`src/rtl/arf_defines.svh`:
```
`ifndef ARF_DEFINES_SVH
`define ARF_DEFINES_SVH
`define ARF_CTRL_OFF     8'h00
`define ARF_MODE_OFF     8'h04
`define ARF_CHEN_OFF     8'h10
`define ARF_CHDIS_OFF    8'h14
`define ARF_CHSR_OFF     8'h18
`define ARF_STATUS_OFF   8'h1c
`define ARF_LAST_OFF     8'h20
`define ARF_ISR_OFF      8'h24
`define ARF_IMR_OFF      8'h28
`define ARF_RES_BASE     8'h40
`define ARF_CTRL_START   0
`define ARF_MODE_SLEEP   0
`define ARF_ST_OVR_LSB   8
`define ARF_ST_DATA_READY_FLAG      16
`define ARF_ST_GLOBAL_OVERRUN_FLAG     17
`define ARF_ST_SLEEP     18
`define ARF_LAST_CH_LSB  12
`define ARF_IRQ_DATA_READY_FLAG     0
`define ARF_IRQ_GLOBAL_OVERRUN_FLAG    1
`define ARF_IRQ_CHANNEL_OVERRUN_FLAG     2
`define ARF_IRQ_EOC      3
`define ARF_IRQ_W        4
`define ARF_IMR_RST      4'h0
`define ARF_EN_RST       8'h00
`define ARF_RESP_OKAY    2'h0
`define ARF_RESP_SLVERR  2'h2
`endif

```
`src/rtl/arf_pkg.sv`:
```
package arf_pkg;
    typedef logic [31:0] arf_word_t;
    typedef logic [7:0]  arf_addr_t;
    typedef enum logic [3:0] {
        ARF_R_CTRL   = 4'b0000,
        ARF_R_MODE   = 4'b0001,
        ARF_R_CHEN   = 4'b0010,
        ARF_R_CHDIS  = 4'b0011,
        ARF_R_CHSR   = 4'b0100,
        ARF_R_STATUS = 4'b0101,
        ARF_R_LAST   = 4'b0110,
        ARF_R_ISR    = 4'b0111,
        ARF_R_IMR    = 4'b1000,
        ARF_R_RES    = 4'b1001,
        ARF_R_NONE   = 4'b1010
    } arf_reg_e;
endpackage : arf_pkg

```
`src/rtl/arf_irq_if.sv`:
```
`timescale 1ns/1ps
`default_nettype none
interface arf_irq_if #(parameter int W = 4);
    logic [W-1:0] evt;
    logic [W-1:0] clr;
    logic         mask_we;
    logic [W-1:0] mask_wd;
    logic [W-1:0] status;
    logic [W-1:0] mask;
    logic         irq;
    modport ctl (output evt, clr, mask_we, mask_wd, input status, mask, irq);
    modport blk (input evt, clr, mask_we, mask_wd, output status, mask, irq);
endinterface : arf_irq_if
`default_nettype wire

```
`src/rtl/arf_top.sv`:
```
// Chosen here: register access over AXI4-Lite and the register offsets.
`timescale 1ns/1ps
`default_nettype none
`include "arf_defines.svh"
module arf_top #(
    parameter int N_CH   = 8,
    parameter int DATA_W = 10
) (
    input  wire logic                aclk,
    input  wire logic                aresetn,
    input  wire logic                s_axi_awvalid,
    output logic                     s_axi_awready,
    input  wire arf_pkg::arf_addr_t  s_axi_awaddr,
    input  wire logic [2:0]          s_axi_awprot,
    input  wire logic                s_axi_wvalid,
    output logic                     s_axi_wready,
    input  wire arf_pkg::arf_word_t  s_axi_wdata,
    input  wire logic [3:0]          s_axi_wstrb,
    output logic                     s_axi_bvalid,
    input  wire logic                s_axi_bready,
    output logic [1:0]               s_axi_bresp,
    input  wire logic                s_axi_arvalid,
    output logic                     s_axi_arready,
    input  wire arf_pkg::arf_addr_t  s_axi_araddr,
    input  wire logic [2:0]          s_axi_arprot,
    output logic                     s_axi_rvalid,
    input  wire logic                s_axi_rready,
    output arf_pkg::arf_word_t       s_axi_rdata,
    output logic [1:0]               s_axi_rresp,
    input  wire logic                conv_done,
    input  wire logic [2:0]          conv_channel,
    input  wire logic [DATA_W-1:0]   conv_data,
    output logic                     conv_start,
    output logic                     core_sleep,
    output logic [N_CH-1:0]          chan_enable,
    output logic                     irq
);
    import arf_pkg::*;

    localparam int CW = $clog2(N_CH);

    typedef struct packed {
        logic                        aw_got;
        arf_addr_t                   awaddr;
        logic                        w_got;
        arf_word_t                   wdata;
        logic [3:0]                  wstrb;
        logic                        bvalid;
        logic [1:0]                  bresp;
        logic                        rvalid;
        arf_word_t                   rdata;
        logic [1:0]                  rresp;
        logic                        awready;
        logic                        wready;
        logic                        arready;
        logic [N_CH-1:0]             en;
        logic                        sleep_mode;
        logic                        sleeping;
        logic                        start;
        logic                        data_ready_flag;
        logic                        global_overrun_flag;
        logic [DATA_W-1:0]           last;
        logic [CW-1:0]               last_ch;
        logic [N_CH-1:0][DATA_W-1:0] res;
    } arf_top_s;

    arf_top_s        st_reg;
    arf_top_s        st_next;
    logic [N_CH-1:0] eoc;
    logic [N_CH-1:0] channel_overrun_flag;
    logic [N_CH-1:0] new_eoc;
    logic [N_CH-1:0] clr_eoc;
    logic            clr_ovr;
    logic            do_wr;
    logic            do_rd;
    arf_reg_e        wsel;
    arf_reg_e        rsel;
    logic [CW-1:0]   rch;
    arf_word_t       wd;
    arf_word_t       rval;
    logic            any_new;

    arf_irq_if #(.W(`ARF_IRQ_W)) irq_bus ();

    function automatic arf_reg_e decode(input arf_addr_t a);
        arf_reg_e r;
        r = ARF_R_NONE;
        if (a[1:0] != 2'b00) begin
            r = ARF_R_NONE;
        end else if (a >= `ARF_RES_BASE
                     && a < `ARF_RES_BASE + 8'(4 * N_CH)) begin
            r = ARF_R_RES;
        end else begin
            unique case (a)
                `ARF_CTRL_OFF:   r = ARF_R_CTRL;
                `ARF_MODE_OFF:   r = ARF_R_MODE;
                `ARF_CHEN_OFF:   r = ARF_R_CHEN;
                `ARF_CHDIS_OFF:  r = ARF_R_CHDIS;
                `ARF_CHSR_OFF:   r = ARF_R_CHSR;
                `ARF_STATUS_OFF: r = ARF_R_STATUS;
                `ARF_LAST_OFF:   r = ARF_R_LAST;
                `ARF_ISR_OFF:    r = ARF_R_ISR;
                `ARF_IMR_OFF:    r = ARF_R_IMR;
                default:         r = ARF_R_NONE;
            endcase
        end
        return r;
    endfunction : decode

    // Bus handshakes and address decode
    assign do_wr = st_reg.aw_got && st_reg.w_got && !st_reg.bvalid;
    assign do_rd = s_axi_arvalid && !st_reg.rvalid;
    assign wsel  = do_wr ? decode(st_reg.awaddr) : ARF_R_NONE;
    assign rsel  = do_rd ? decode(s_axi_araddr) : ARF_R_NONE;
    assign rch   = CW'((s_axi_araddr - `ARF_RES_BASE) >> 2);
    assign wd    = st_reg.wdata & {{8{st_reg.wstrb[3]}}, {8{st_reg.wstrb[2]}},
                                   {8{st_reg.wstrb[1]}}, {8{st_reg.wstrb[0]}}};

    // Only an enabled channel stores data and raises flags
    assign any_new = conv_done && st_reg.en[conv_channel];

    always_comb begin
        new_eoc = '0;
        clr_eoc = '0;
        if (any_new) begin
            new_eoc[conv_channel] = 1'b1;
        end
        if (rsel == ARF_R_RES) begin
            clr_eoc[rch] = 1'b1;
        end
        if (rsel == ARF_R_LAST) begin
            clr_eoc[st_reg.last_ch] = 1'b1;
        end
    end
    assign clr_ovr = (rsel == ARF_R_STATUS);

    genvar gi;
    generate
        for (gi = 0; gi < N_CH; gi++) begin : g_ch
            arf_chan_flags u_flags (
                .aclk    (aclk),
                .aresetn (aresetn),
                .new_eoc (new_eoc[gi]),
                .clr_eoc (clr_eoc[gi]),
                .clr_ovr (clr_ovr),
                .eoc     (eoc[gi]),
                .channel_overrun_flag    (channel_overrun_flag[gi])
            );
        end
    endgenerate

    // Read data reflects the state before this cycle's update
    always_comb begin
        rval = '0;
        unique case (rsel)
            ARF_R_MODE:   rval[`ARF_MODE_SLEEP] = st_reg.sleep_mode;
            ARF_R_CHSR:   rval[N_CH-1:0] = st_reg.en;
            ARF_R_STATUS: begin
                rval[N_CH-1:0] = eoc;
                rval[`ARF_ST_OVR_LSB +: N_CH] = channel_overrun_flag;
                rval[`ARF_ST_DATA_READY_FLAG]  = st_reg.data_ready_flag;
                rval[`ARF_ST_GLOBAL_OVERRUN_FLAG] = st_reg.global_overrun_flag;
                rval[`ARF_ST_SLEEP] = st_reg.sleeping;
            end
            ARF_R_LAST: begin
                rval[DATA_W-1:0] = st_reg.last;
                rval[`ARF_LAST_CH_LSB +: CW] = st_reg.last_ch;
            end
            ARF_R_ISR:    rval[`ARF_IRQ_W-1:0] = irq_bus.status;
            ARF_R_IMR:    rval[`ARF_IRQ_W-1:0] = irq_bus.mask;
            ARF_R_RES:    rval[DATA_W-1:0] = st_reg.res[rch];
            default:      rval = '0;
        endcase
    end

    always_comb begin
        st_next       = st_reg;
        st_next.start = 1'b0;
        // Write address and data are taken in either order
        if (s_axi_awvalid && !st_reg.aw_got) begin
            st_next.aw_got = 1'b1;
            st_next.awaddr = s_axi_awaddr;
        end
        if (s_axi_wvalid && !st_reg.w_got) begin
            st_next.w_got = 1'b1;
            st_next.wdata = s_axi_wdata;
            st_next.wstrb = s_axi_wstrb;
        end
        if (do_wr) begin
            st_next.aw_got = 1'b0;
            st_next.w_got  = 1'b0;
            st_next.bvalid = 1'b1;
            st_next.bresp  = (wsel == ARF_R_NONE) ? `ARF_RESP_SLVERR : `ARF_RESP_OKAY;
        end
        if (st_reg.bvalid && s_axi_bready) begin
            st_next.bvalid = 1'b0;
        end
        if (do_rd) begin
            st_next.rvalid = 1'b1;
            st_next.rdata  = rval;
            st_next.rresp  = (rsel == ARF_R_NONE) ? `ARF_RESP_SLVERR : `ARF_RESP_OKAY;
        end
        if (st_reg.rvalid && s_axi_rready) begin
            st_next.rvalid = 1'b0;
        end
        // Register writes
        unique case (wsel)
            ARF_R_CTRL:  st_next.start = wd[`ARF_CTRL_START];
            ARF_R_MODE: begin
                if (st_reg.wstrb[0]) begin
                    st_next.sleep_mode = wd[`ARF_MODE_SLEEP];
                end
            end
            ARF_R_CHEN:  st_next.en = st_reg.en | wd[N_CH-1:0];
            ARF_R_CHDIS: st_next.en = st_reg.en & ~wd[N_CH-1:0];
            default:     st_next.en = st_reg.en;
        endcase
        // Result storage on an enabled end of conversion
        if (any_new) begin
            st_next.res[conv_channel] = conv_data;
            st_next.last              = conv_data;
            st_next.last_ch           = CW'(conv_channel);
        end
        // Data-ready: set wins, only a last-result read clears it
        if (any_new) begin
            st_next.data_ready_flag = 1'b1;
        end else if (rsel == ARF_R_LAST) begin
            st_next.data_ready_flag = 1'b0;
        end
        // Global overrun: set by a new result over unread data
        if (any_new && st_reg.data_ready_flag) begin
            st_next.global_overrun_flag = 1'b1;
        end else if (rsel == ARF_R_STATUS) begin
            st_next.global_overrun_flag = 1'b0;
        end
        // Sleep taken at the end of a conversion
        if (!st_reg.sleep_mode) begin
            st_next.sleeping = 1'b0;
        end else if (conv_done) begin
            st_next.sleeping = 1'b1;
        end
        // Ready outputs registered from the next hold state
        st_next.awready = !st_next.aw_got;
        st_next.wready  = !st_next.w_got;
        st_next.arready = !st_next.rvalid;
    end

    // Interrupt events and software access
    always_comb begin
        irq_bus.evt = '0;
        irq_bus.evt[`ARF_IRQ_DATA_READY_FLAG]  = any_new;
        irq_bus.evt[`ARF_IRQ_GLOBAL_OVERRUN_FLAG] = any_new && st_reg.data_ready_flag;
        irq_bus.evt[`ARF_IRQ_CHANNEL_OVERRUN_FLAG]  = |(new_eoc & eoc);
        irq_bus.evt[`ARF_IRQ_EOC]   = any_new;
        irq_bus.clr     = (wsel == ARF_R_ISR) ? wd[`ARF_IRQ_W-1:0] : '0;
        irq_bus.mask_we = (wsel == ARF_R_IMR);
        irq_bus.mask_wd = wd[`ARF_IRQ_W-1:0];
    end

    arf_irq u_irq (
        .aclk    (aclk),
        .aresetn (aresetn),
        .bus     (irq_bus)
    );

    always_ff @(posedge aclk) begin
        if (!aresetn) begin
            st_reg         <= '0;
            st_reg.en      <= `ARF_EN_RST;
            st_reg.awready <= 1'b1;
            st_reg.wready  <= 1'b1;
            st_reg.arready <= 1'b1;
        end else begin
            st_reg <= st_next;
        end
    end

    assign s_axi_awready = st_reg.awready;
    assign s_axi_wready  = st_reg.wready;
    assign s_axi_bvalid  = st_reg.bvalid;
    assign s_axi_bresp   = st_reg.bresp;
    assign s_axi_arready = st_reg.arready;
    assign s_axi_rvalid  = st_reg.rvalid;
    assign s_axi_rdata   = st_reg.rdata;
    assign s_axi_rresp   = st_reg.rresp;
    assign conv_start    = st_reg.start;
    assign core_sleep    = st_reg.sleeping;
    assign chan_enable   = st_reg.en;
    assign irq           = irq_bus.irq;
endmodule : arf_top
`default_nettype wire

```
`src/rtl/arf_chan_flags.sv`:
```
`timescale 1ns/1ps
`default_nettype none
module arf_chan_flags (
    input  wire logic aclk,
    input  wire logic aresetn,
    input  wire logic new_eoc,
    input  wire logic clr_eoc,
    input  wire logic clr_ovr,
    output logic      eoc,
    output logic      channel_overrun_flag
);
    typedef struct packed {
        logic eoc;
        logic channel_overrun_flag;
    } arf_cf_s;
    arf_cf_s st_reg;
    arf_cf_s st_next;

    always_comb begin
        st_next = st_reg;
        if (new_eoc) begin
            st_next.eoc = 1'b1;
        end else if (clr_eoc) begin
            st_next.eoc = 1'b0;
        end
        if (new_eoc && st_reg.eoc) begin
            st_next.channel_overrun_flag = 1'b1;
        end else if (clr_ovr) begin
            st_next.channel_overrun_flag = 1'b0;
        end
    end

    always_ff @(posedge aclk) begin
        if (!aresetn) begin
            st_reg <= '0;
        end else begin
            st_reg <= st_next;
        end
    end

    assign eoc  = st_reg.eoc;
    assign channel_overrun_flag = st_reg.channel_overrun_flag;
endmodule : arf_chan_flags
`default_nettype wire

```
`src/rtl/arf_irq.sv`:
```
`timescale 1ns/1ps
`default_nettype none
`include "arf_defines.svh"
module arf_irq (
    input  wire logic aclk,
    input  wire logic aresetn,
    arf_irq_if.blk    bus
);
    typedef struct packed {
        logic [`ARF_IRQ_W-1:0] status;
        logic [`ARF_IRQ_W-1:0] mask;
        logic                  irq;
    } arf_irq_s;
    arf_irq_s st_reg;
    arf_irq_s st_next;

    always_comb begin
        st_next        = st_reg;
        st_next.status = (st_reg.status & ~bus.clr) | bus.evt;
        if (bus.mask_we) begin
            st_next.mask = bus.mask_wd;
        end
        st_next.irq = |(st_next.status & st_next.mask);
    end

    always_ff @(posedge aclk) begin
        if (!aresetn) begin
            st_reg <= '{status: '0, mask: `ARF_IMR_RST, irq: 1'b0};
        end else begin
            st_reg <= st_next;
        end
    end

    assign bus.status = st_reg.status;
    assign bus.mask   = st_reg.mask;
    assign bus.irq    = st_reg.irq;
endmodule : arf_irq
`default_nettype wire

```
`config.mk`:
```
export PLATFORM = sky130hd
export DESIGN_NAME = arf_top
export DESIGN_NICKNAME = d
export VERILOG_FILES = /design/src/rtl/arf_pkg.sv /design/src/rtl/arf_irq_if.sv /design/src/rtl/arf_top.sv /design/src/rtl/arf_chan_flags.sv /design/src/rtl/arf_irq.sv
export VERILOG_INCLUDE_DIRS = /design/src /design/src/rtl
export SDC_FILE = /design/constraint.sdc
export NUM_CORES = 1
export LEC_CHECK = 0
export BUFFER_PORTS_ARGS = -buffer_cell sky130_fd_sc_hd__buf_4
export CORE_MARGIN = 1.5
export CORE_UTILIZATION = 50
export CTS_CLUSTER_DIAMETER = 120
export DETAILED_ROUTE_END_ITERATION = 10
export PLACE_DENSITY = 0.78
export SLEW_MARGIN = 0
export SYNTH_ARGS = -nofsm -noshare
export SYNTH_HDL_FRONTEND = slang
export SYNTH_SLANG_ARGS = --single-unit
```
`constraint.sdc`:
```
create_clock -name aclk -period 2.4 [get_ports aclk]
set_input_delay 0 -clock aclk [delete_from_list [all_inputs] [get_ports aclk]]
set_output_delay 0 -clock aclk [all_outputs]
set_load 0.05 [all_outputs]
```
== After elaboration in Yosys (flattened, before gate mapping) ==
Cells that the tools add are included.
W data, S select, Z words.

* Bits in registers: 205
* Input bits: 79
* Output and inout port bits: 52
* Logic and storage cells: 229

* $add $sub $neg: 1
* $lt $le $gt $ge: 10
* Equal/unequal tests: 30
* Muxes and demuxes: 70
* Bitwise logic cells: 11
* Reductions and logical operators: 59

{| class="wikitable"
|+ Operators by type and width
! operator !! count
|-
| $bwmux W80 || 1
|-
| $pmux W4 S9 || 2
|-
| $eq A8 B5 Y1 const B || 8
|-
| $eq A8 B6 Y1 const B || 6
|-
| $reduce_bool A2 Y1 || 21
|-
| $mux W37 || 1
|-
| $mux W4 || 9
|-
| $mux W1 || 35
|-
| $mux W35 || 1
|-
| $bmux W10 S3 || 1
|-
| $demux W10 S3 || 1
|-
| $and A8 B8 Y8 || 3
|-
| $mux W8 || 3
|-
| $logic_and A1 B1 Y1 || 22
|-
| $eq A4 B3 Y1 const B || 5
|-
| $eq A4 B4 Y1 const B || 5
|-
| $mux W10 || 2
|-
| $pmux W3 S6 || 1
|-
| $eq A8 B3 Y1 const B || 2
|-
| $ge A8 B7 Y1 const B || 2
|-
| $logic_not A8 Y1 || 2
|-
| $lt A8 B7 Y1 const B || 2
|-
| $or A8 B8 Y8 || 2
|-
| $pmux W4 S4 || 1
|-
| other kinds (24) || 43
|}

== Logic depth before layout (Yosys ltp) ==
* Depth after elaboration: 12
* Gate-level depth with buffers: 10
* Mapped depth without buffers: 6

== Modules after synthesis ==
Synthesis repeated with hierarchy kept, for this count alone.

* Cell total of the unflattened synthesis: 912
* Area, all modules: 8,269.2 um2

{| class="wikitable"
|+ Modules (own cells, without submodules)
! module !! instances !! cells each !! area an instance (um2) !! sequential area each (um2)
|-
| arf_top || 1 || 821 || 7,290.7 || 3,022.9
|-
| arf_chan_flags || 8 || 7 || 78.8 || 40.0
|-
| arf_irq || 1 || 35 || 347.8 || 180.2
|}

== Worst setup path after synthesis ==
No wires, ideal clock.

* Kind: reg-to-reg
* Start point: register st_reg, in the netlist s_axi_bvalid
* End point: register (tool-made name)
* Setup time: 132 ps
* Data arrival time: 1,889 ps
* Data required time: 2,268 ps
* Path slack: 379 ps
* Stages on the path, launching flop included: 9
* Path buffers: 2
* Period minus slack after synthesis: 2,021 ps
* Cell sequence: dfxtp_1 -> and3b_1 -> clkbuf_1 -> o2111a_1 -> nor3_2 -> buf_2 -> nand2_1 -> nor2_1 -> nor3_1

{| class="wikitable"
|+ RTL lines
! item !! line !! source
|-
| start: declaration || arf_top.sv:67 || <nowiki>arf_top_s st_reg;</nowiki>
|-
| start signal: assignment || arf_top.sv:274 || <nowiki>st_reg <= st_next;</nowiki>
|}

== Worst setup path after layout ==
* Start point: register st_reg[188] (netlist bit)
* End point: register u_irq.st_reg, in the netlist u_irq.bus.irq

* Longest elaborated chain between the ends: 12
* Elaborated cells between the ends (all ways): 25
* Classes of those cells: order compare: 2; eq/ne: 10; mux: 6; bitwise: 4; reduce/logical: 3

{| class="wikitable"
|+ Ends and longest elaborated chain
! item !! line !! source
|-
| $ge A8 B7 Y1 (no source line), or another cell as far along || -- ||
|-
| $logic_and A1 B1 Y1 / $pmux W4 S9 (equally long branches) || arf_top.sv:90, arf_top.sv:94 ||
|-
| $mux W4 * || arf_top.sv:90 || <nowiki>end else if (a >= `ARF_RES_BASE</nowiki>
|-
| $mux W4 * || arf_top.sv:88 || <nowiki>if (a[1:0] != 2'b00) begin</nowiki>
|-
| $mux W4 * || arf_top.sv:113 || <nowiki>assign wsel = do_wr ? decode(st_reg.awaddr) : ARF_R_NONE;</nowiki>
|-
| $eq A4 B3 Y1 || arf_top.sv:255 || <nowiki>irq_bus.clr = (wsel == ARF_R_ISR) ? wd[`ARF_IRQ_W-1:0] : '0;</nowiki>
|-
| $mux W4 || arf_top.sv:255 ||
|-
| $not A4 Y4 || arf_irq.sv:19 || <nowiki>st_next.status = (st_reg.status & ~bus.clr) | bus.evt;</nowiki>
|-
| $and A4 B4 Y4 || arf_irq.sv:19 ||
|-
| $or A4 B4 Y4 || arf_irq.sv:19 ||
|-
| $and A4 B4 Y4 * || arf_irq.sv:23 || <nowiki>st_next.irq = |(st_next.status & st_next.mask);</nowiki>
|-
| $reduce_or A4 Y1 * || arf_irq.sv:23 ||
|-
| end signal: assignment || arf_irq.sv:28 || <nowiki>st_reg <= '{status: '0, mask: `ARF_IMR_RST, irq: 1'b0};</nowiki>
|-
| end signal: assignment || arf_irq.sv:30 || <nowiki>st_reg <= st_next;</nowiki>
|-
| end: declaration || arf_irq.sv:14 || <nowiki>arf_irq_s st_reg;</nowiki>
|}

Mark *: on every way between the ends. The rest lies on a longest branch, timed or not.
A chain may end at the register's enable or synchronous reset.

==> qor.yml <==
grt_max_degree: 91
dpl.cell_count: 1139
fin_util_pct: 61.1
status: "finished, final reports clean"
drv_slew: 0
synth_edf_count: 0
clock_latency_ns: 0.43
setup_tns_ns: 0
synth_top_area_cell: "dfxtp_1"
fin_ws_ns: 0.239
ys.flop_type: "dfxtp_1"
grt_util_met3_pct: 4.42
rsz0062_at_grt: "no"
slowest_stage: "a2111oi_4"
netlist-cell-type-count: 65
synthAdderAreaFrac_pct: 0
synth_top_family_by_area: "multiplexers"
critPathMaxFanout: 6
grt_util_all_layers_pct: 23.8
busiest_layer: "met2"
drt_iter0_markers: 403
synthXorXnorAreaFrac_pct: 0
io_pins: 131
synth.avg_cell_area_um2: 9.14
vias: 6731
post-route-min-period_ns: 2.16
grt_pass1_vias: 6565
final_cell_mix: "dfxtp_1, nor2_1, buf_4, mux2i_1, nand2_1"
routed_wl_um: 20300
min_period_over_period_pct: 90.0
synth_cells: 910
cts_tree: "yes"
max_cap_viol_count: 0
finalNonFillerCells: 1206
fin_area_mm2: 0.00981
power_density_mw_per_mm2: 653
fin_nets: 1057
fill_cells: 1301
mappedNetlistArea_mm2: 0.00832
synthMuxAreaShare_pct: 19.0
leakage_uw: 0.00429
start_util_pct: 51.8
pre_cts_slack_ns: 0.205
portBuffers: 82
wl_per_cell_um: 16.9
cts_root_buffer: "clkbuf_16"
path_delay_family: "compound AO/OA/AOI/OAI gates"
synth_compound_area_share_pct: 13.2
final_common_cell: "dfxtp_1"
ys_seq_elements: 176
critPathLaunchType: "flop"
clock_path_buffers: 2
firstDrtPassIters: 5
setup_viol: 0
fin_worst_skew_ns: 0.00729
critPathRequiredTime_ns: 2.75
drive_gt1_share_pct: 19.3
via_per_inst: 5.58
path_buf_inv: 0
synth-warning-count: 0
ff2ff_setup_slack_ns: 0.24
ant_nets: 0
gr-usage-met1_pct: 29.6
path_cells: "nor2b_2 > o21ai_1 > a2111oi_4 > mux2i_1 > o21ai_0 > a41oi_1"
dpl.hpwl_um: 13300
drc: 0
cpPeakStageDelay_ns: 0.55
ir_worst_vdd_mv: 0.640
grt_remaining_overflow: 0
hp-class: "in2reg"
row_count: 46
dieArea_mm2: 0.0174
hold_viol: 0
yosysSeqAreaShare_pct: 42.3
htree_levels: 4
cp.arrival_ns: 2.51
clkTransAtPathRegs_ns: 0.07
dieWidth_um: 132
tightest_slew_ns: 0.685
slew_headroom_pct: 54.1
dieHeight_um: 132
grt_use_met2_pct: 39.7
place.gp.congestion: 0.884
placed_area_mm2: 0.00885
cts_sinks: 176
core-area_mm2: 0.0161
fmax_ghz: 0.463
worstSetupEndpointType: "flop"
crit_type: "reg2reg"
synth_simple_gate_area_share_pct: 16.7
largest_reg_flops: 115
synth_top_area_share_pct: 42.3
diodes: 0
areaGrowthSynthToFinish_pct: 17.9
synth-async-reset-ratio_pct: 0
yosys-top-cells-area: "dfxtp_1, mux2i_1, nor2_1"
grt_pass1_wl_um: 33200
cts_made_buffers: 17
grt_antenna_before_repair: 0
layer usage:
layer  part of all wire, %  vias to the layer above
met3                   5.4                       59
met5                     0                        -
met1                    43                     3197
met2                    48                      228
met4                   3.7                        0
li1                      -                     3247
kinds of logic (layout without fill, tap and decap cells):
logic type	count (synthesis)	after routing
and+or+nand+nor	313	313
DFF	176	176
AOI/OAI and AO/OA	157	157
buffers and inverters	133	199
muxes	130	130
other	1	15
timing repair:
action	4_1_cts	5_1_grt
endpoints found under the setup margin	0	1
resized for setup	0	2
hold buffers	36	0
buffers inserted	0	0
endpoints found under the hold margin	128	0
path summary, 6_finish.rpt:
path                    from        endpoint  cells after the start
max              st_reg[188]   u_irq.bus.irq                      6
max reg2reg      st_reg[188]   u_irq.bus.irq                      6
min          s_axi_araddr[5]  s_axi_rdata[0]                      6
min reg2reg       st_reg[90]  s_axi_rdata[7]                      2
synthesized netlist by cell type (2+ instances only):
master / number
dfxtp_1: 176
nor2_1: 144
mux2i_1: 106
nand2_1: 86
a21oi_1: 68
buf_4: 50
clkbuf_1: 36
inv_1: 22
mux4_2: 22
o21ai_0: 20
buf_2: 17
nor3_1: 15
nand3_1: 10
and2_1: 9
nor2b_1: 9
a22oi_1: 7
nand4_1: 7
a22o_1: 6
or2_2: 6
nand2b_1: 5
o211ai_1: 5
a21boi_0: 4
a2bb2oi_2: 4
a31oi_1: 4
and3_1: 4
buf_1: 4
o2111ai_2: 4
o221a_2: 4
a221oi_1: 3
buf_6: 3
o31a_1: 3
o31ai_1: 3
a222oi_1: 2
and3b_1: 2
and4_1: 2
mux2_2: 2
nor3b_1: 2
nor4_1: 2
o2111a_1: 2
o211a_1: 2
o21a_1: 2
o21ai_1: 2
or3_1: 2
where the power goes:
group	internal, uW	total, uW	switching (uW)
sequential	2970	3010	43.7
clock	1620	2810	1190
combinational	222	591	369
final cells by class:
| cell class | instances | area [um^2] | area share (%) |
|---|---|---|---|
| multi-input combinational | 615 | 4130 | 42.1 |
| tap | 216 | 270 | 2.76 |
| sequential | 176 | 3520 | 35.9 |
| timing repair buffer | 145 | 1200 | 12.3 |
| inverter | 23 | 88.8 | 0.906 |
| clock buffer | 20 | 467 | 4.76 |
| clock inverter | 11 | 128 | 1.30 |
metrics by stage:
| step | hold WS (ns) | total power (uW) |
|---|---|---|
| 6_report | 0.120 | 6410 |
| 5_1_grt | 0.174 | 6620 |
| 4_1_cts | 0.106 | 6430 |
| 3_5_place_dp | 0.247 | 3610 |
| 3_3_place_gp | 0.239 | 3600 |
| 2_1_floorplan | 0.0944 | 3470 |
tightest hold or removal path: stages:
cell and delay, ns:
buf_4 0.13, nor2_1 0.05, nand4_1 0.08, a21oi_1 0.04
o21ai_0 0.13, a31oi_1 0.07
Power figures use the tool's default switching activity.
